==> config.mk <==
export PLATFORM = sky130hd
export DESIGN_NAME = dacw_top
export DESIGN_NICKNAME = d
export VERILOG_FILES = /design/src/src/dacw_pkg.sv /design/src/src/dacw_top.sv
export SDC_FILE = /design/constraint.sdc
export NUM_CORES = 1
export LEC_CHECK = 0
export CORE_AREA = 2 2 160 162
export CTS_CLUSTER_SIZE = 20
export DETAILED_ROUTE_END_ITERATION = 8
export DIE_AREA = 0 0 162 164
export DONT_BUFFER_PORTS = 1
export SLEW_MARGIN = 10
export SYNTH_ARGS = -nofsm -noshare
export SYNTH_HDL_FRONTEND = slang
export SYNTH_SLANG_ARGS = --single-unit
==> constraint.sdc <==
create_clock -name i_clock -period 5.5 [get_ports i_clock]
set_clock_uncertainty 0.2 [all_clocks]
set_input_delay 0.55 -clock i_clock [delete_from_list [all_inputs] [get_ports i_clock]]
set_output_delay 0.55 -clock i_clock [all_outputs]
set_load 0.05 [all_outputs]
==> src/src/dacw_pkg.sv <==
// package: constants and carriers for the i2c write receiver of a quad dac
// assumes: used by src/dacw_top.sv only, referenced as dacw_pkg::name
package dacw_pkg;
    localparam logic [4:0] ADDR_FIXED = 5'h13;
    localparam int ADDR_FIXED_MSB = 7;
    localparam int ADDR_FIXED_LSB = 3;
    localparam int CTRL_EXT_HI = 7;
    localparam int CTRL_EXT_LO = 6;
    localparam int CTRL_LOAD_MSB = 5;
    localparam int CTRL_LOAD_LSB = 4;
    localparam int CTRL_CHAN_MSB = 2;
    localparam int CTRL_CHAN_LSB = 1;
    localparam int CTRL_PD_FLAG = 0;
    localparam logic [4:0] HS_CODE = 5'h01;
    localparam int NUM_CHAN = 4;
    localparam int CHAN_W = 18;
    localparam logic [17:0] CHAN_RESET = 18'h00000;
    localparam int FIFO_DEPTH = 8;
    localparam int WORD_W = 20;

    typedef enum logic [1:0] {
        REQ_DATA,
        REQ_POWERDOWN
    } req_kind_t;

    // one finished word as it travels through the fifo
    typedef struct packed {
        req_kind_t kind;
        logic [1:0] chan;
        logic [15:0] value;
    } word_t;

    // control byte, msb first: extended address, load mode, spare, channel, flag
    typedef struct packed {
        logic ext_addr_bit_hi;
        logic ext_addr_bit_lo;
        logic [1:0] load_mode;
        logic spare;
        logic [1:0] chan;
        logic powerdown_payload_flag;
    } ctrl_t;
endpackage : dacw_pkg

==> src/src/dacw_top.sv <==
// file: i2c write receiver with word fifo and channel holding registers
// assumes: scl and sda arrive unsynchronised; sda open drain resolved outside
//
// How it works
// - transaction is write address then control byte
// - control byte selects operation and channel
// - control bit zero picks powerdown or data
// - data pairs repeat until stop, restart, or a full fifo refuses the closing byte
// - powerdown mode takes exactly two bytes
// - address is 10011, pin bits, direction bit
// - control fields: ext, load, spare, channel, flag
// - high byte first, then low byte
// - acknowledge address, control and data bytes
// - hs master code is never acknowledged
// - after hs code, restart and normal handling
// - word enters the fifo at falling edge ending ack
// - channel select 0..3 picks channel a..d
// - 18-bit holding and output per channel
`timescale 1ns/1ps
`default_nettype none

module dacw_fifo #(
    parameter int WIDTH = 20,
    parameter int DEPTH = 8
) (
    input wire logic i_clock,
    input wire logic i_nrst,
    input wire logic i_in_valid,
    output logic o_in_ready,
    input wire logic [WIDTH-1:0] i_in_data,
    output logic o_out_valid,
    input wire logic i_out_ready,
    output logic [WIDTH-1:0] o_out_data
);
    localparam int AW = $clog2(DEPTH);
    logic [WIDTH-1:0] mem [DEPTH];
    logic [AW-1:0] wr_q, wr_d, rd_q, rd_d;
    logic [AW:0] cnt_q, cnt_d;
    logic push, pop;

    always_comb begin
        push = i_in_valid && o_in_ready;
        pop = o_out_valid && i_out_ready;
        wr_d = push ? AW'(wr_q + 1'b1) : wr_q;
        rd_d = pop ? AW'(rd_q + 1'b1) : rd_q;
        cnt_d = AW'(0) + cnt_q + (AW+1)'(push) - (AW+1)'(pop);
    end

    always_ff @(posedge i_clock or negedge i_nrst) begin
        if (!i_nrst) begin
            wr_q <= '0;
            rd_q <= '0;
            cnt_q <= '0;
        end else begin
            wr_q <= wr_d;
            rd_q <= rd_d;
            cnt_q <= cnt_d;
        end
    end

    always_ff @(posedge i_clock) begin
        if (push) begin
            mem[wr_q] <= i_in_data;
        end
    end

    assign o_in_ready = cnt_q != (AW+1)'(DEPTH);
    assign o_out_valid = cnt_q != '0;
    assign o_out_data = mem[rd_q];
endmodule // dacw_fifo

module dacw_top (
    input wire logic i_clock,
    input wire logic i_nrst,
    input wire logic i_scl,
    input wire logic i_sda,
    output logic o_sda_out,
    output logic o_sda_oe,
    input wire logic i_addr_pin_sel_hi,
    input wire logic i_addr_pin_sel_lo,
    input wire logic i_apply_ready,
    output logic o_fifo_ready,
    output logic o_hs_mode,
    output logic [1:0] o_load_mode,
    output logic [dacw_pkg::NUM_CHAN*dacw_pkg::CHAN_W-1:0] o_holding
);
    typedef enum logic [2:0] {
        ST_IDLE,
        ST_ADDR,
        ST_CTRL,
        ST_HIGH,
        ST_LOW,
        ST_PD_HI,
        ST_PD_LO,
        ST_IGNORE
    } state_t;

    // ------------------------------------------------------------
    // pin synchronisers and edge detection
    // ------------------------------------------------------------
    logic [1:0] scl_sync_q, sda_sync_q;
    logic scl_q, sda_q;
    logic [1:0] pin_meta_q, pin_sel_q;

    always_ff @(posedge i_clock or negedge i_nrst) begin
        if (!i_nrst) begin
            scl_sync_q <= 2'h3;
            sda_sync_q <= 2'h3;
            scl_q <= 1'b1;
            sda_q <= 1'b1;
            pin_meta_q <= 2'h0;
            pin_sel_q <= 2'h0;
        end else begin
            scl_sync_q <= {scl_sync_q[0], i_scl};
            sda_sync_q <= {sda_sync_q[0], i_sda};
            pin_meta_q <= {i_addr_pin_sel_hi, i_addr_pin_sel_lo};
            pin_sel_q <= pin_meta_q;
            scl_q <= scl_sync_q[1];
            sda_q <= sda_sync_q[1];
        end
    end

    logic scl_rise, scl_fall, start_seen, stop_seen;
    assign scl_rise = scl_sync_q[1] && !scl_q;
    assign scl_fall = !scl_sync_q[1] && scl_q;
    assign start_seen = scl_sync_q[1] && scl_q && sda_q && !sda_sync_q[1];
    assign stop_seen = scl_sync_q[1] && scl_q && !sda_q && sda_sync_q[1];

    // ------------------------------------------------------------
    // byte receiver and protocol state
    // ------------------------------------------------------------
    state_t st_q, st_d;
    logic [7:0] shift_q, shift_d;
    logic [3:0] bit_q, bit_d;
    logic ack_q, ack_d;
    logic ack_phase_q, ack_phase_d;
    logic hs_q, hs_d;
    logic commit_q, commit_d;
    dacw_pkg::ctrl_t ctrl_q, ctrl_d;
    logic [7:0] high_q, high_d;
    logic push;
    dacw_pkg::word_t word;
    logic fifo_in_ready;

    logic [7:0] rx_byte;
    logic byte_done, addr_match;
    assign rx_byte = {shift_q[6:0], sda_q};
    assign byte_done = scl_rise && bit_q == 4'h7 && !ack_phase_q;
    assign addr_match = rx_byte[dacw_pkg::ADDR_FIXED_MSB:dacw_pkg::ADDR_FIXED_LSB]
        == dacw_pkg::ADDR_FIXED && rx_byte[2] == pin_sel_q[1]
        && rx_byte[1] == pin_sel_q[0] && !rx_byte[0];

    always_comb begin
        st_d = st_q;
        shift_d = shift_q;
        bit_d = bit_q;
        ack_d = ack_q;
        ack_phase_d = ack_phase_q;
        hs_d = hs_q;
        ctrl_d = ctrl_q;
        high_d = high_q;
        commit_d = commit_q;
        push = 1'b0;
        // the closing byte sits whole in shift_q once the ack bit has begun
        word = '{kind: dacw_pkg::REQ_DATA, chan: ctrl_q.chan, value: {high_q, shift_q}};
        if (ctrl_q.powerdown_payload_flag) begin
            word.kind = dacw_pkg::REQ_POWERDOWN;
        end
        if (start_seen) begin
            // restart or start drops any half pair
            st_d = ST_ADDR;
            bit_d = '0;
            ack_d = 1'b0;
            ack_phase_d = 1'b0;
            commit_d = 1'b0;
        end else if (stop_seen) begin
            st_d = ST_IDLE;
            ack_d = 1'b0;
            hs_d = 1'b0;
            commit_d = 1'b0;
        end else if (st_q != ST_IDLE) begin
            if (scl_rise && !ack_phase_q) begin
                shift_d = rx_byte;
                bit_d = 4'(bit_q + 1'b1);
            end
            if (byte_done) begin
                ack_d = 1'b1;
                case (st_q)
                    ST_ADDR: begin
                        if (rx_byte[7:3] == dacw_pkg::HS_CODE) begin
                            ack_d = 1'b0;
                            hs_d = 1'b1;
                            st_d = ST_IGNORE;
                        end else if (addr_match) begin
                            st_d = ST_CTRL;
                        end else begin
                            ack_d = 1'b0;
                            st_d = ST_IGNORE;
                        end
                    end
                    ST_CTRL: begin
                        ctrl_d = dacw_pkg::ctrl_t'(rx_byte);
                        st_d = rx_byte[dacw_pkg::CTRL_PD_FLAG] ? ST_PD_HI : ST_HIGH;
                    end
                    ST_HIGH: begin
                        high_d = rx_byte;
                        st_d = ST_LOW;
                    end
                    ST_LOW: st_d = ST_HIGH;
                    ST_PD_HI: begin
                        high_d = rx_byte;
                        st_d = ST_PD_LO;
                    end
                    ST_PD_LO: st_d = ST_IGNORE;
                    default: begin
                        // bytes past the end of a transfer are never acknowledged
                        ack_d = 1'b0;
                        st_d = ST_IGNORE;
                    end
                endcase
                // only the closing byte of a pair or of a powerdown word commits
                commit_d = (st_q == ST_LOW || st_q == ST_PD_LO) && fifo_in_ready;
                if (!fifo_in_ready && (st_q == ST_LOW || st_q == ST_PD_LO)) begin
                    // no room: refuse the closing byte rather than lose it
                    ack_d = 1'b0;
                    st_d = ST_IGNORE;
                end
            end
            if (scl_fall && bit_q == 4'h8 && !ack_phase_q) begin
                ack_phase_d = 1'b1;
            end else if (scl_fall && ack_phase_q) begin
                // falling edge that ends the ack bit commits the word
                ack_phase_d = 1'b0;
                bit_d = '0;
                if (ack_q && commit_q) begin
                    push = 1'b1;
                end
                ack_d = 1'b0;
                commit_d = 1'b0;
            end
        end
    end

    always_ff @(posedge i_clock or negedge i_nrst) begin
        if (!i_nrst) begin
            st_q <= ST_IDLE;
            shift_q <= '0;
            bit_q <= '0;
            ack_q <= 1'b0;
            ack_phase_q <= 1'b0;
            hs_q <= 1'b0;
            ctrl_q <= '0;
            high_q <= '0;
            commit_q <= 1'b0;
        end else begin
            st_q <= st_d;
            shift_q <= shift_d;
            bit_q <= bit_d;
            ack_q <= ack_d;
            ack_phase_q <= ack_phase_d;
            hs_q <= hs_d;
            ctrl_q <= ctrl_d;
            high_q <= high_d;
            commit_q <= commit_d;
        end
    end

    // open drain: drive low only during an acknowledged bit
    assign o_sda_out = 1'b0;
    assign o_sda_oe = ack_q && ack_phase_q;
    assign o_hs_mode = hs_q;
    assign o_load_mode = ctrl_q.load_mode;
    assign o_fifo_ready = fifo_in_ready;

    // ------------------------------------------------------------
    // fifo and channel holding registers
    // ------------------------------------------------------------
    dacw_pkg::word_t out_word;
    logic out_valid;

    dacw_fifo #(.WIDTH(dacw_pkg::WORD_W), .DEPTH(dacw_pkg::FIFO_DEPTH)) u_fifo (
        .i_clock(i_clock),
        .i_nrst(i_nrst),
        .i_in_valid(push),
        .o_in_ready(fifo_in_ready),
        .i_in_data(word),
        .o_out_valid(out_valid),
        .i_out_ready(i_apply_ready),
        .o_out_data(out_word)
    );

    logic [dacw_pkg::CHAN_W-1:0] hold_q [dacw_pkg::NUM_CHAN];
    logic [dacw_pkg::CHAN_W-1:0] hold_d [dacw_pkg::NUM_CHAN];

    always_comb begin
        for (int i = 0; i < dacw_pkg::NUM_CHAN; i++) begin
            hold_d[i] = hold_q[i];
        end
        if (out_valid && i_apply_ready) begin
            if (out_word.kind == dacw_pkg::REQ_POWERDOWN) begin
                hold_d[out_word.chan][17:16] = out_word.value[15:14];
            end else begin
                hold_d[out_word.chan][15:0] = out_word.value;
            end
        end
    end

    always_ff @(posedge i_clock or negedge i_nrst) begin
        if (!i_nrst) begin
            for (int i = 0; i < dacw_pkg::NUM_CHAN; i++) begin
                hold_q[i] <= dacw_pkg::CHAN_RESET;
            end
        end else begin
            for (int i = 0; i < dacw_pkg::NUM_CHAN; i++) begin
                hold_q[i] <= hold_d[i];
            end
        end
    end

    always_comb begin
        for (int i = 0; i < dacw_pkg::NUM_CHAN; i++) begin
            o_holding[i*dacw_pkg::CHAN_W +: dacw_pkg::CHAN_W] = hold_q[i];
        end
    end
endmodule // dacw_top

`default_nettype wire

Word-level counts from Yosys, hierarchy flattened
Memory sizes are Yosys's and may differ from the RTL's. Index checks and enable logic that the tools add are counted.

RAM bits: 152. Logic and storage cells: 156. Output and inout port bits: 78. Register bits after elaboration: 124. Bits of input ports: 7. Memories kept: 1.

Memories: u_fifo.mem (words 8, bits a word 19, read ports 1, clocked after Yosys merged registers in 0, write ports 1, line dacw_top.sv:36) `logic [WIDTH-1:0] mem [DEPTH];`.

Add/subtract/negate cells: 5. Magnitude comparators: 2. Muxes and demuxes: 57. Equal/unequal tests: 15. Reductions and logical operators: 49. Bitwise gates (word level): 3.

Operators with widths (number): bitwise mux 72 bit (2); demux 18 bit (select 2 bit) (2); 2-to-1 mux 72 bit (1); 2-to-1 mux 1 bit (34); 2-to-1 mux 3 bit (8); 2-to-1 mux 4 bit (6); logical AND 1 bit (23); 2-to-1 mux 18 bit (1); 2-to-1 mux 16 bit (1); one-hot mux 3 bit (5 select lines) (1); AND reduction 5 bit (3); nonzero test 3 bit (4); nonzero test 2 bit (5); equality test 3 bit (second input constant) (3); adder 3 x 1 -> 3 bit (second input constant) (2); equality test 3 x 2 -> 1 bit (second input constant) (2); logical NOT 1 bit (6); equality test 5 x 1 -> 1 bit (second input constant) (1); equality test 5 bit (second input constant) (1); OR reduction 5 bit (1); adder 4 x 1 -> 4 bit (1); adder 4 x 1 -> 4 bit (second input constant) (1); equality test 4 x 3 -> 1 bit (second input constant) (1); equality test 4 bit (second input constant) (1); 17 further kinds (20).

Depth between registers and ports, before layout
Gate-level depths: netlist of run 1.

Depth after elaboration: 14. Gate-level depth with buffers: 10. Depth with buffers taken out: 10.

Hierarchy
Synthesis of run 1 repeated with hierarchy kept, for this count alone.

Cell total of the unflattened synthesis: 613. Area total of the unflattened synthesis: 11410.9 um2.

By module, submodules not included: dacw_fifo (cells an instance 289, area an instance 6737.7 um2, times used 1, seq. area each 5054.8 um2); dacw_top (cells an instance 324, area an instance 4673.2 um2, times used 1, seq. area each 2860.2 um2).

Worst setup path after synthesis of run 1
OpenSTA, ideal clock, no wires.

Path kind: register to register. Start: reg scl_q. End: mem u_fifo.mem[1][0] (netlist bit) (enable). Path buffers: 0. Clock period less this slack: 3.465 ns. Data arrival time: 2.846 ns. Cell stages (with the launch flop): 6. Setup time: 0.419 ns. Slack: 2.035 ns. Required time: 4.881 ns. Cell sequence: dfstp_2 > and3b_1 > nand2_1 > nor3_1 > nand2_1 > nor3_1.

Longest elaborated chain between the ends: 10. Elaborated cells on any way between the ends: 17. Classes of those cells: mux: 7; reduce/logical: 10.

RTL lines: from (decl) (line dacw_top.sv:102) `logic scl_q, sda_q;`; from (signal assigned) (line dacw_top.sv:118) `scl_q <= scl_sync_q[1];`; logical AND 1 bit (line dacw_top.sv:125) `assign scl_fall = !scl_sync_q[1] && scl_q;`; logical AND 1 bit (on tied branches) (line dacw_top.sv:231, dacw_top.sv:229); 2-to-1 mux 1 bit or logical AND 1 bit (tied branches) (line dacw_top.sv:231, dacw_top.sv:229); 2-to-1 mux 1 bit (line dacw_top.sv:229) `if (scl_fall && bit_q == 4'h8 && !ack_phase_q) begin`; 2-to-1 mux 1 bit (line dacw_top.sv:181) `end else if (st_q != ST_IDLE) begin`; 2-to-1 mux 1 bit (line dacw_top.sv:176) `end else if (stop_seen) begin`; 2-to-1 mux 1 bit (*) (line dacw_top.sv:169) `if (start_seen) begin`; logical AND 1 bit (*) (line dacw_top.sv:42) `push = i_in_valid && o_in_ready;`; named net u_fifo.push (line dacw_top.sv:39) `logic push, pop;`; 2-to-1 mux 1 bit (*) (line dacw_top.sv:62) `if (push) begin`; 2-to-1 mux 1 bit (not written as such) (*) (line dacw_top.sv:63) `mem[wr_q] <= i_in_data;`; to (decl) (line dacw_top.sv:36).

Mark *: on every way through the listed nets, which the timed path passes. The rest lies on a longest branch.

Final worst setup path of run 1
Start: reg u_fifo.rd_q[1]. End: reg hold_q (netlist bit o_holding[70]).

Longest elaborated chain between the ends: 8. Elaborated cells on any way between the ends: 12. Classes of those cells: order compare: 2; eq/ne: 1; mux: 6; bitwise: 1; reduce/logical: 1; memory: 1.

RTL lines: from (decl) (line dacw_top.sv:37) `logic [AW-1:0] wr_q, wr_d, rd_q, rd_d;`; from (signal assigned) (line dacw_top.sv:56) `rd_q <= rd_d;`; memory read (8 x 19 bit) (*); NOT 2 -> 3 bit (not written as such) (line dacw_top.sv:301, dacw_top.sv:303); greater-or-equal comparator 3 bit (not written as such) or < comparator 3 x 1 -> 1 bit (tied branches) (line dacw_top.sv:301) `hold_d[out_word.chan][17:16] = out_word.value[15:14];`; logical AND 1 bit (not written as such) (line dacw_top.sv:301); 2-to-1 mux 18 bit (not written as such) (line dacw_top.sv:301); demux 18 bit (select 2 bit) (line dacw_top.sv:301); bitwise mux 72 bit (line dacw_top.sv:301); 2-to-1 mux 72 bit (*) (line dacw_top.sv:300) `if (out_word.kind == dacw_pkg::REQ_POWERDOWN) begin`; to (signal, indexed assignment) (line dacw_top.sv:311) `hold_q[i] <= dacw_pkg::CHAN_RESET;`; to (signal, indexed assignment) (line dacw_top.sv:315) `hold_q[i] <= hold_d[i];`; to (decl) (line dacw_top.sv:292) `logic [dacw_pkg::CHAN_W-1:0] hold_q [dacw_pkg::NUM_CHAN];`.

Every way passes the cells marked *; elsewhere a longest branch is shown, timed or not. A chain may end at the register's enable or synchronous reset.

==> qor.yml, run 1 <==
antenna_found_initial: 1
finalInstanceArea_um2: 12410
hold_viol_final: 0
min_path_type: "reg -> reg"
die_x_um: 162
critical_path.max_fanout: 27
setup_viol: 0
vias: 5282
grt_max_degree: 125
grt_overflow: 0
leakage_nw: 5.109
startpoint: "u_fifo.rd_q[1]$_DFFE_PN0P_"
worstMarginPinSlew_ps: 826.0
ir_worst_vdd_uv: 234.9
clockBufferDepth: 3
pwr_density_cell_nw_per_um2: 427.2
vias_per_cell: 5.412
num_rows: 58
final_antenna_net_count: 0
rsz0062_at_grt: "false"
cts.sink_count: 276
initial_core_util_pct: 44.60
clk_pin_slew_ps: 60
fmax_mhz: 324.5
grt.total_usage_pct: 16.65
cp.arrival_ps: 3310
grt_pass1_wl_um: 33640
cap_violations: 0
yosys.area_share.adder_pct: 1.311
fin_util_pct: 50.00
yosys.area_share.xor_xnor_pct: 0.8704
drc_errors: 0
yosys_warnings: 0
reg2reg_depth: 6
synthesis.nets: 616
slew_viol_final: 0
maxSlewHeadroom_pct: 44.51
finalSetupTns_ps: 0
final_nets: 641
firstDrtPassIters: 4
avgRoutedWirePerCell_um: 21.79
synth-simple-area-share_pct: 4.329
htree_levels: 1
ff_latch_area_um2: 7676
grt_pass1_vias: 5689
syn-cell-area_um2: 11070
clkLatencyLatePin_ps: 540
post-cts-setup-buffers: 0
reg2reg_setup_slack_ps: 2420
dp_hpwl_um: 12810
num-fill-cells: 2061
syn2layout_area_growth_pct: 12.11
synthDistinctLibCells: 58
synthCells: 598
numCtsBuffers: 29
synth_top_family_by_area: "multiplexers"
finalCritPeriodShare_pct: 56.03
synth_mux_area_share_pct: 20.48
port_buffers: 0
drt_wl_total_um: 21270
cts_tree: "built"
syn_area_per_cell_um2: 18.51
fin_crit_ps: 3082
routabilityCongestion: 0.7924
cp-start-kind: "register"
endpoint: "o_holding[70]$_DFFE_PN0P_"
cp_data_required_time_ps: 5730
critPathCaptureType: "register"
postSynth.asyncResetShare_pct: 44.93
r2r_end: "o_holding[70]$_DFFE_PN0P_"
drtIter0Drc: 347
io-pin-count: 85
synth_edf_count: 152
dpl_cell_area_um2: 11420
synth_compound_area_share_pct: 1.684
dominantRegCellSynth: "edfxtp_1"
chipHeight_um: 164
die_area_um2: 26570
ys_seq_elements: 276
ys_seq_area_share_pct: 69.33
timing.rr.start: "u_fifo.rd_q[1]$_DFFE_PN0P_"
drive_gt1_share_pct: 33.59
root_buffer: "clkbuf_16"
status: "finished, final reports clean"
multiInputGateArea_um2: 3188
crit_type: "reg -> reg"
antennaDiodeCount: 0
coreArea_um2: 24820
[power breakdown]
| group | internal [mW] | leakage (nW) | switching (mW) | total (mW) |
|---|---|---|---|---|
| Clock | 1.07 | 0.454 | 0.755 | 1.83 |
| Sequential | 2.32 | 3.16 | 0.310 | 2.63 |
| Combinational | 0.410 | 1.50 | 0.431 | 0.842 |
| Total | 3.80 | 5.11 | 1.50 | 5.30 |
[layer usage]
| metal | track usage, % | wire [um] | vias to the layer above |
|---|---|---|---|
| met4 | 4.224 | 398 | 0 |
| met3 | 3.207 | 1354 | 30 |
| met2 | 28.63 | 10530 | 152 |
| met1 | 21.96 | 8987 | 2762 |
| met5 | 0 | 0 | - |
| li1 | - | - | 2338 |
[through the flow]
stage	setup slack [ps]	instances	total power [mW]	hold WS (ps)
6_report	2418	976	5.301	153.3
5_1_grt	2239	976	5.538	162.3
4_1_cts	2417	976	5.365	154.9
3_5_place_dp	2424	916	3.504	57.37
3_3_place_gp	2458	916	3.465	57.27
2_1_floorplan	2035	598	3.287	54.41
[final cells by class]
type,count,share of cell area (%)
sequential,276,61.86
clock inverter,9,0.4235
timing repair buffer,18,1.351
tap,330,3.327
clock buffer,45,6.927
inverter,14,0.4235
multi-input combinational,284,25.69
[registers in the layout, indices dropped and copies added (netlist names), 2 cells and up]
register	flops
bit_q	4
u_fifo.mem	152
pin_meta_q	2
o_load_mode	2
o_holding	72
u_fifo.wr_q	3
shift_q	8
sda_sync_q	2
u_fifo.cnt_q	4
u_fifo.rd_q	3
pin_sel_q	2
ctrl_q	3
st_q	3
scl_sync_q	2
high_q	8
[cell usage in the layout (no fill, tap or decap), drive strengths merged, types with 7 or more instances in the layout]
| master | n |
|---|---|
| nand2 | 16 |
| a21oi | 8 |
| ha | 10 |
| edfxtp | 152 |
| nor2 | 24 |
| clkbuf | 45 |
| dfrtp | 118 |
| mux2i | 8 |
| inv | 16 |
| nor3 | 7 |
| mux4 | 36 |
| mux2 | 110 |
| buf | 13 |
[Yosys cell counts (7+ instances only)]
master    number  area share [%]
edfxtp_1     152              41
dfrtp_1      118              27
mux2_2        70             7.1
mux4_2        36             7.3
mux2_4        30             4.1
nor2_1        24            0.81
nand2_1       15            0.51
inv_1         14            0.47
ha_1          10             1.1
mux2_1        10             1.0
a21oi_1        8            0.36
clkbuf_1       7            0.24
nor3_1         7            0.32
[critical path: stages, from the launching register on]
cell and delay, ps:
dfrtp_1 700, buf_4 520, nor2b_1 90, a22oi_1 340, nand4_1 370, nor3_1 390
mux2_2 370
[worst min-delay path by stage]
| stage | from | end | slack (ps) | depth (start not counted) |
|---|---|---|---|---|
| 2_1_floorplan | i_nrst | ack_phase_q$_DFFE_PN0P_ | 50 | 0 |
| 3_3_place_gp | i_nrst | o_holding[47]$_DFFE_PN0P_ | 60 | 0 |
| 3_5_place_dp | i_nrst | o_holding[49]$_DFFE_PN0P_ | 60 | 0 |
| 4_1_cts | pin_meta_q[1]$_DFF_PN0_ | pin_sel_q[1]$_DFF_PN0_ | 150 | 0 |
| 5_1_grt | pin_meta_q[1]$_DFF_PN0_ | pin_sel_q[1]$_DFF_PN0_ | 160 | 0 |
| 6_report | pin_meta_q[1]$_DFF_PN0_ | pin_sel_q[1]$_DFF_PN0_ | 150 | 0 |
[what timing repair did]
item | CTS | global route
resized for setup | 0 | 0
endpoints found under the hold margin | 128 | 0
hold buffers | 6 | 0
[cell families after synthesis]
kind of cell,Yosys count
buffers and inverters,38
AND/OR/NAND/NOR,81
XOR/XNOR,11
flip-flops,276
other,1
multiplexers,154
AO/OA/AOI/OAI,26
adder cells (fa/ha/maj),11
Note: power is estimated with default switching activity, not from simulation.
==> run 2, diff against run 1 <==
==> constraint.sdc (replaced) <==
create_clock -name i_clock -period 2.55 [get_ports i_clock]
set_clock_uncertainty 0.2 [all_clocks]
set_input_delay 0.255 -clock i_clock [delete_from_list [all_inputs] [get_ports i_clock]]
set_output_delay 0.255 -clock i_clock [all_outputs]
set_load 0.05 [all_outputs]
==> qor.yml, run 2 (synthesized netlist as in run 1, its figures left out) <==
grt_overflow: 0  # unchanged
firstDrtPassIters: 4  # unchanged
final_common_cell: "edfxtp_1"  # unchanged
totalPowerFinal_mw: 11.94  # was 5.301 mW
cp-start-kind: "register"  # unchanged
avgRoutedWirePerCell_um: 21.15  # was 21.79 um
critPathCaptureType: "register"  # unchanged
clockBufferDepth: 3  # unchanged
cp.arrival_ps: 2650  # was 3310 ps
maxSlewHeadroom_pct: 60.10  # was 44.51%
critical_path.max_fanout: 20  # was 27
dpl_cell_area_um2: 11740  # was 11,420 um2
final_antenna_net_count: 0  # unchanged
cap_violations: 0  # unchanged
drtIter0Drc: 384  # was 347
routabilityCongestion: 0.7895  # was 0.7924
dp_cells: 934  # was 916
vias_per_cell: 5.301  # was 5.412
antennaDiodeCount: 0  # unchanged
grt_max_degree: 125  # unchanged
slew_viol_final: 0  # unchanged
fin_crit_ps: 2427  # was 3082 ps
largest_reg_flops: 152  # unchanged
antenna_found_initial: 0  # was 1
hold_buffers: 5  # was 6
coreArea_um2: 24820  # unchanged
htree_levels: 1  # unchanged
grt.total_usage_pct: 16.48  # was 16.65%
die_x_um: 162  # unchanged
cts.sink_count: 276  # unchanged
rsz0062_at_grt: "false"  # unchanged
num-fill-cells: 1984  # was 2,061
worstMarginPinSlew_ps: 598.5  # was 826.0 ps
crit_type: "reg -> reg"  # unchanged
grt_pass1_wl_um: 33460  # was 33,640 um
fin_ws_ps: 123.0  # was 2418 ps
dp_hpwl_um: 13180  # was 12,810 um
pwr_density_cell_nw_per_um2: 926.7  # was 427.2 nW/um2
syn2layout_area_growth_pct: 16.45  # was 12.11%
chipHeight_um: 164  # unchanged
setup_viol: 0  # unchanged
cp_data_required_time_ps: 2770  # was 5730 ps
numCtsBuffers: 29  # unchanged
min_path_type: "in -> async"  # was reg -> reg
drive_gt1_share_pct: 37.33  # was 33.59%
violations: "negative hold slack"
vias: 5285  # was 5,282
finalSetupTns_ps: 0  # unchanged
clk_pin_slew_ps: 60  # about the same
final_nets: 663  # was 641
root_buffer: "clkbuf_16"  # unchanged
die_area_um2: 26570  # unchanged
drt_wl_total_um: 21080  # was 21,270 um
status: "finished, violations left"  # was finished, final reports clean
whs_ps: -790.2  # was 153.3 ps
drc_errors: 0  # unchanged
num_rows: 58  # unchanged
instances_no_fill: 997  # was 976
fin_util_pct: 51.94  # was 50.00%
cts_tree: "built"  # unchanged
io-pin-count: 85  # unchanged
layout_common_cells: "edfxtp_1, dfrtp_1, mux2_2, mux4_2"  # was edfxtp_1, dfrtp_1, mux2_2, mux4_2, mux2_4
grt_pass1_vias: 5738  # was 5,689
finalCritPeriodShare_pct: 95.18  # was 56.03%
pre_cts_slack_ps: 14.17  # was 2424 ps
hold_viol_final: 124  # was 0
fmax_mhz: 412.0  # was 324.5 MHz
leakage_nw: 5.283  # was 5.109 nW
port_buffers: 0  # unchanged
finalInstanceArea_um2: 12890  # was 12,410 um2
initial_core_util_pct: 44.60  # unchanged
regMostFlops: "u_fifo.mem"  # unchanged
ir_worst_vdd_uv: 575.6  # was 234.9 uV
clkLatencyLatePin_ps: 540  # about the same
==> run 2: final cells by class <==
type                       count  area (um2)  share of cell area (%)
sequential                   276        7677                   59.56
inverter                      14       52.55                  0.4077
multi-input combinational    284        3262                   25.31
timing repair buffer          40       488.0                   3.786
tap                          330       412.9                   3.203
clock inverter                 7       116.4                  0.9027
clock buffer                  46       880.8                   6.834
==> run 2: worst max-delay path, stage by stage, from the launching register on <==
cell,delay (ps)
dfrtp_2,510
buf_4,170
buf_12,190
mux4_2,520
mux2_2,390
mux2_1,320
==> run 2: final timing paths <==
check / start / end / slack (ps) / cells after the start
min in group i_clock: i_sda / sda_sync_q[0]$_DFF_PN1_ / 60 / 1
max in group asynchronous: i_nrst / scl_sync_q[1]$_DFF_PN1_ / 2660 / 0
min reg2reg: pin_meta_q[0]$_DFF_PN0_ / pin_sel_q[0]$_DFF_PN0_ / 150 / 0
max reg2reg: u_fifo.rd_q[0]$_DFFE_PN0P_ / o_holding[69]$_DFFE_PN0P_ / 120 / 5
max: u_fifo.rd_q[0]$_DFFE_PN0P_ / o_holding[69]$_DFFE_PN0P_ / 120 / 5
min: i_nrst / o_holding[29]$_DFFE_PN0P_ / -790 / 0
==> run 2: per-layer routing <==
metal	global-route usage, %	up-vias	share of wire [%]
li1	-	2371	-
met3	3.838	33	6.6
met4	3.741	0	1.9
met1	21.54	2732	43
met2	28.26	149	48
met5	0	-	0
==> run 2: what timing repair did <==
action / in CTS / in global routing
setup buffers: 0 / 5
endpoints found under the setup margin: 0 / 77
resized for setup: 0 / 5
endpoints found under the hold margin: 130 / 124
==> run 2: where the power goes <==
part           switching (mW)  leakage, nW  internal [mW]
combinational            1.07         1.64           1.07
sequential              0.517         3.16           5.01
clock                    1.62        0.486           2.66
==> run 3, diff against run 2 <==
--- a/config.mk
+++ b/config.mk
@@ -5,11 +5,12 @@
 export SDC_FILE = /design/constraint.sdc
 export NUM_CORES = 1
 export LEC_CHECK = 0
-export CORE_AREA = 2 2 160 162
+export CORE_AREA = 2 2 143 145
 export CTS_CLUSTER_SIZE = 20
 export DETAILED_ROUTE_END_ITERATION = 8
-export DIE_AREA = 0 0 162 164
+export DIE_AREA = 0 0 145 147
 export DONT_BUFFER_PORTS = 1
+export PLACE_DENSITY = 0.74
 export SLEW_MARGIN = 10
 export SYNTH_ARGS = -nofsm -noshare
 export SYNTH_HDL_FRONTEND = slang
==> qor.yml, run 3 (synthesized netlist as in run 1, its figures left out) <==
antennaDiodeCount: 0  # unchanged
crit_type: "reg -> reg"  # unchanged
dp_hpwl_um: 13180  # about the same
drc_errors: 0  # unchanged
hold_buffers: 5  # unchanged
drt_wl_total_um: 21360  # was 21,080 um
root_buffer: "clkbuf_16"  # unchanged
worstPathCellList: "buf_12 -> mux4_2 -> mux2i_4 -> buf_4 -> nor3b_2 -> mux2_2"  # was buf_4 -> buf_12 -> mux4_2 -> mux2_2 -> mux2_1
largest_reg_flops: 152  # unchanged
p_comb_share_pct: 18.7  # was 17.9%
p_seq_share_pct: 47.1  # was 46.3%
r2r_end: "o_holding[53]$_DFFE_PN0P_"  # was o_holding[69]$_DFFE_PN0P_
syn2layout_area_growth_pct: 14.89  # was 16.45%
reg2reg_depth: 6  # was 5
cts_tree: "built"  # unchanged
layout_common_cells: "edfxtp_1, dfrtp_1, mux2_2, mux4_2, mux2_4"  # was edfxtp_1, dfrtp_1, mux2_2, mux4_2
clockBufferDepth: 3  # unchanged
fin_ws_ps: 154.5  # was 123.0 ps
cts.sink_count: 276  # unchanged
io-pin-count: 85  # unchanged
critPathCaptureType: "register"  # unchanged
slowest_delay_ps: 520  # about the same
timing.rr.start: "u_fifo.rd_q[0]$_DFFE_PN0P_"  # unchanged
swShare_pct: 27.68  # was 26.83%
status: "finished, violations left"  # unchanged
final_antenna_net_count: 0  # unchanged
num_rows: 52  # was 58
crit_family: "multiplexers"  # unchanged
critPathBufInv: 2  # unchanged
slew_viol_final: 0  # unchanged
grt_overflow: 0  # unchanged
slowest_stage: "mux4_2"  # unchanged
grt_max_degree: 125  # unchanged
cap_violations: 0  # unchanged
final_common_cell: "edfxtp_1"  # unchanged
clkLatencyLatePin_ps: 540  # about the same
cp_data_required_time_ps: 2770  # about the same
drive_gt1_share_pct: 36.88  # was 37.33%
rsz0062_at_grt: "false"  # unchanged
regMostFlops: "u_fifo.mem"  # unchanged
vias_per_cell: 5.807  # was 5.301
maxSlewHeadroom_pct: 62.97  # was 60.10%
antenna_found_initial: 0  # unchanged
die_area_um2: 21320  # was 26,570 um2
leakage_nw: 5.239  # was 5.283 nW
dpl_cell_area_um2: 11630  # was 11,740 um2
fin_crit_ps: 2395  # was 2427 ps
coreArea_um2: 19840  # was 24,820 um2
numCtsBuffers: 28  # was 29
chipHeight_um: 147  # was 164 um
port_buffers: 0  # unchanged
grt_pass1_vias: 5769  # was 5,738
htree_levels: 1  # unchanged
violations: "negative hold slack"  # unchanged
reg2reg_setup_slack_ps: 150  # was 120 ps
drtIter0Drc: 370  # was 384
internal-power_mw: 8.415  # was 8.740 mW
pwr_density_cell_nw_per_um2: 915.0  # was 926.7 nW/um2
whs_ps: -793.7  # was -790.2 ps
avgRoutedWirePerCell_um: 22.80  # was 21.15 um
critical_path.max_fanout: 7  # was 20
vias: 5441  # was 5,285
hold_viol_final: 124  # unchanged
pre_cts_slack_ps: -13.28  # was 14.17 ps
clockPowerShare_pct: 34.2  # was 35.8%
grt.total_usage_pct: 20.71  # was 16.48%
firstDrtPassIters: 4  # unchanged
min_path_type: "in -> async"  # unchanged
setup_viol: 0  # unchanged
routabilityCongestion: 0.7917  # was 0.7895
cp-start-kind: "register"  # unchanged
fmax_mhz: 417.5  # was 412.0 MHz
grt_pass1_wl_um: 33890  # was 33,460 um
ir_worst_vdd_uv: 652.0  # was 575.6 uV
initial_core_util_pct: 55.78  # was 44.60%
die_x_um: 145  # was 162 um
p_sw_mw: 3.221  # was 3.204 mW
finalCritPeriodShare_pct: 93.94  # was 95.18%
worstMarginPinSlew_ps: 551.2  # was 598.5 ps
finalInstanceArea_um2: 12720  # was 12,890 um2
clk_pin_slew_ps: 60  # about the same
cp.arrival_ps: 2620  # was 2650 ps
final_nets: 663  # unchanged
==> run 3: changes by cell type in the layout (fill, tap and decap cells not counted) <==
| cell | change |
|---|---|
| clkbuf_8 | -5 |
| clkinv_1 | +4 |
| inv_8 | +1 |
| inv_6 | -1 |
| clkinv_2 | +3 |
| clkbuf_1 | -2 |
| clkinvlp_4 | +1 |
| clkbuf_16 | -1 |
| dfrtp_1 | +1 |
| buf_12 | -1 |
| bufinv_16 | -1 |
| buf_4 | +2 |
| dfrtp_2 | -1 |
==> run 3: what timing repair did <==
item | CTS | global route
cloned | 0 | 0
setup endpoints to repair | 11 | 51
setup buffers | 2 | 6
resized for setup | 0 | 4
endpoints found under the hold margin | 130 | 124
pin swaps | 3 | 2
==> run 3: worst max-delay path by stage <==
stage                                           from  cells after the start                         end  slack [ps]
after floorplan                      scl_q$_DFF_PN1_                      5  u_fifo.mem[4][0]$_DFFE_PP_          40
after global placement    u_fifo.rd_q[0]$_DFFE_PN0P_                      5   o_holding[24]$_DFFE_PN0P_          80
after detailed placement  u_fifo.rd_q[0]$_DFFE_PN0P_                      6   o_holding[13]$_DFFE_PN0P_         -10
after CTS                 u_fifo.rd_q[0]$_DFFE_PN0P_                      6   o_holding[51]$_DFFE_PN0P_          10
after global routing      u_fifo.rd_q[2]$_DFFE_PN0P_                      5   o_holding[35]$_DFFE_PN0P_          30
final                     u_fifo.rd_q[0]$_DFFE_PN0P_                      6   o_holding[53]$_DFFE_PN0P_         150
==> run 3: power by group through the flow <==
stage / logic [mW] / clock network [mW] / registers, mW
6_report: 2.18 / 3.98 / 5.48
5_1_grt: 2.36 / 4.24 / 5.52
4_1_cts: 2.11 / 4.05 / 5.51
3_5_place_dp: 2.05 / 0 / 5.60
3_3_place_gp: 1.97 / 0 / 5.57
2_1_floorplan: 1.59 / 0 / 5.48
==> run 3: metal layers <==
layer	vias up	GRT usage (%)	part of all wire, %	wire length, um
li1	2371	-	-	-
met1	2847	27.41	42	8925
met2	189	35.12	49	10570
met3	34	5.093	6.9	1484
met4	0	5.050	1.8	378
met5	-	0	0	0
==> run 3: cell type report <==
cell class	instances	area [um2]
multi-input cells	284	3262
clock buffers	38	779.5
well taps	270	337.8
inverters	14	52.55
flip-flops and latches	276	7676
repair buffers	41	483.0
fillers	1333	7127
clock inverters	14	126.4
==> run 3: stage by stage <==
step | hold slack (ps) | total power, mW | setup TNS, ps | utilization, % | cells
floorplan | -240.6 | 7.072 | 0 | - | 598
global placement | -237.9 | 7.544 | 0 | 58.63 | 872
detailed placement | -237.9 | 7.646 | -23.14 | 58.63 | 872
CTS | -817.3 | 11.67 | 0 | 63.64 | 931
global route | -820.0 | 12.12 | 0 | 64.09 | 937
finish | -793.7 | 11.64 | 0 | 64.09 | 937
==> run 3: worst register-to-register path: cells and delay by family, from the launching register on <==
kind                   cells  cell delay, ps
DFF                        1             400
buffers and inverters      2             340
and+or+nand+nor            1             260
muxes                      3            1070
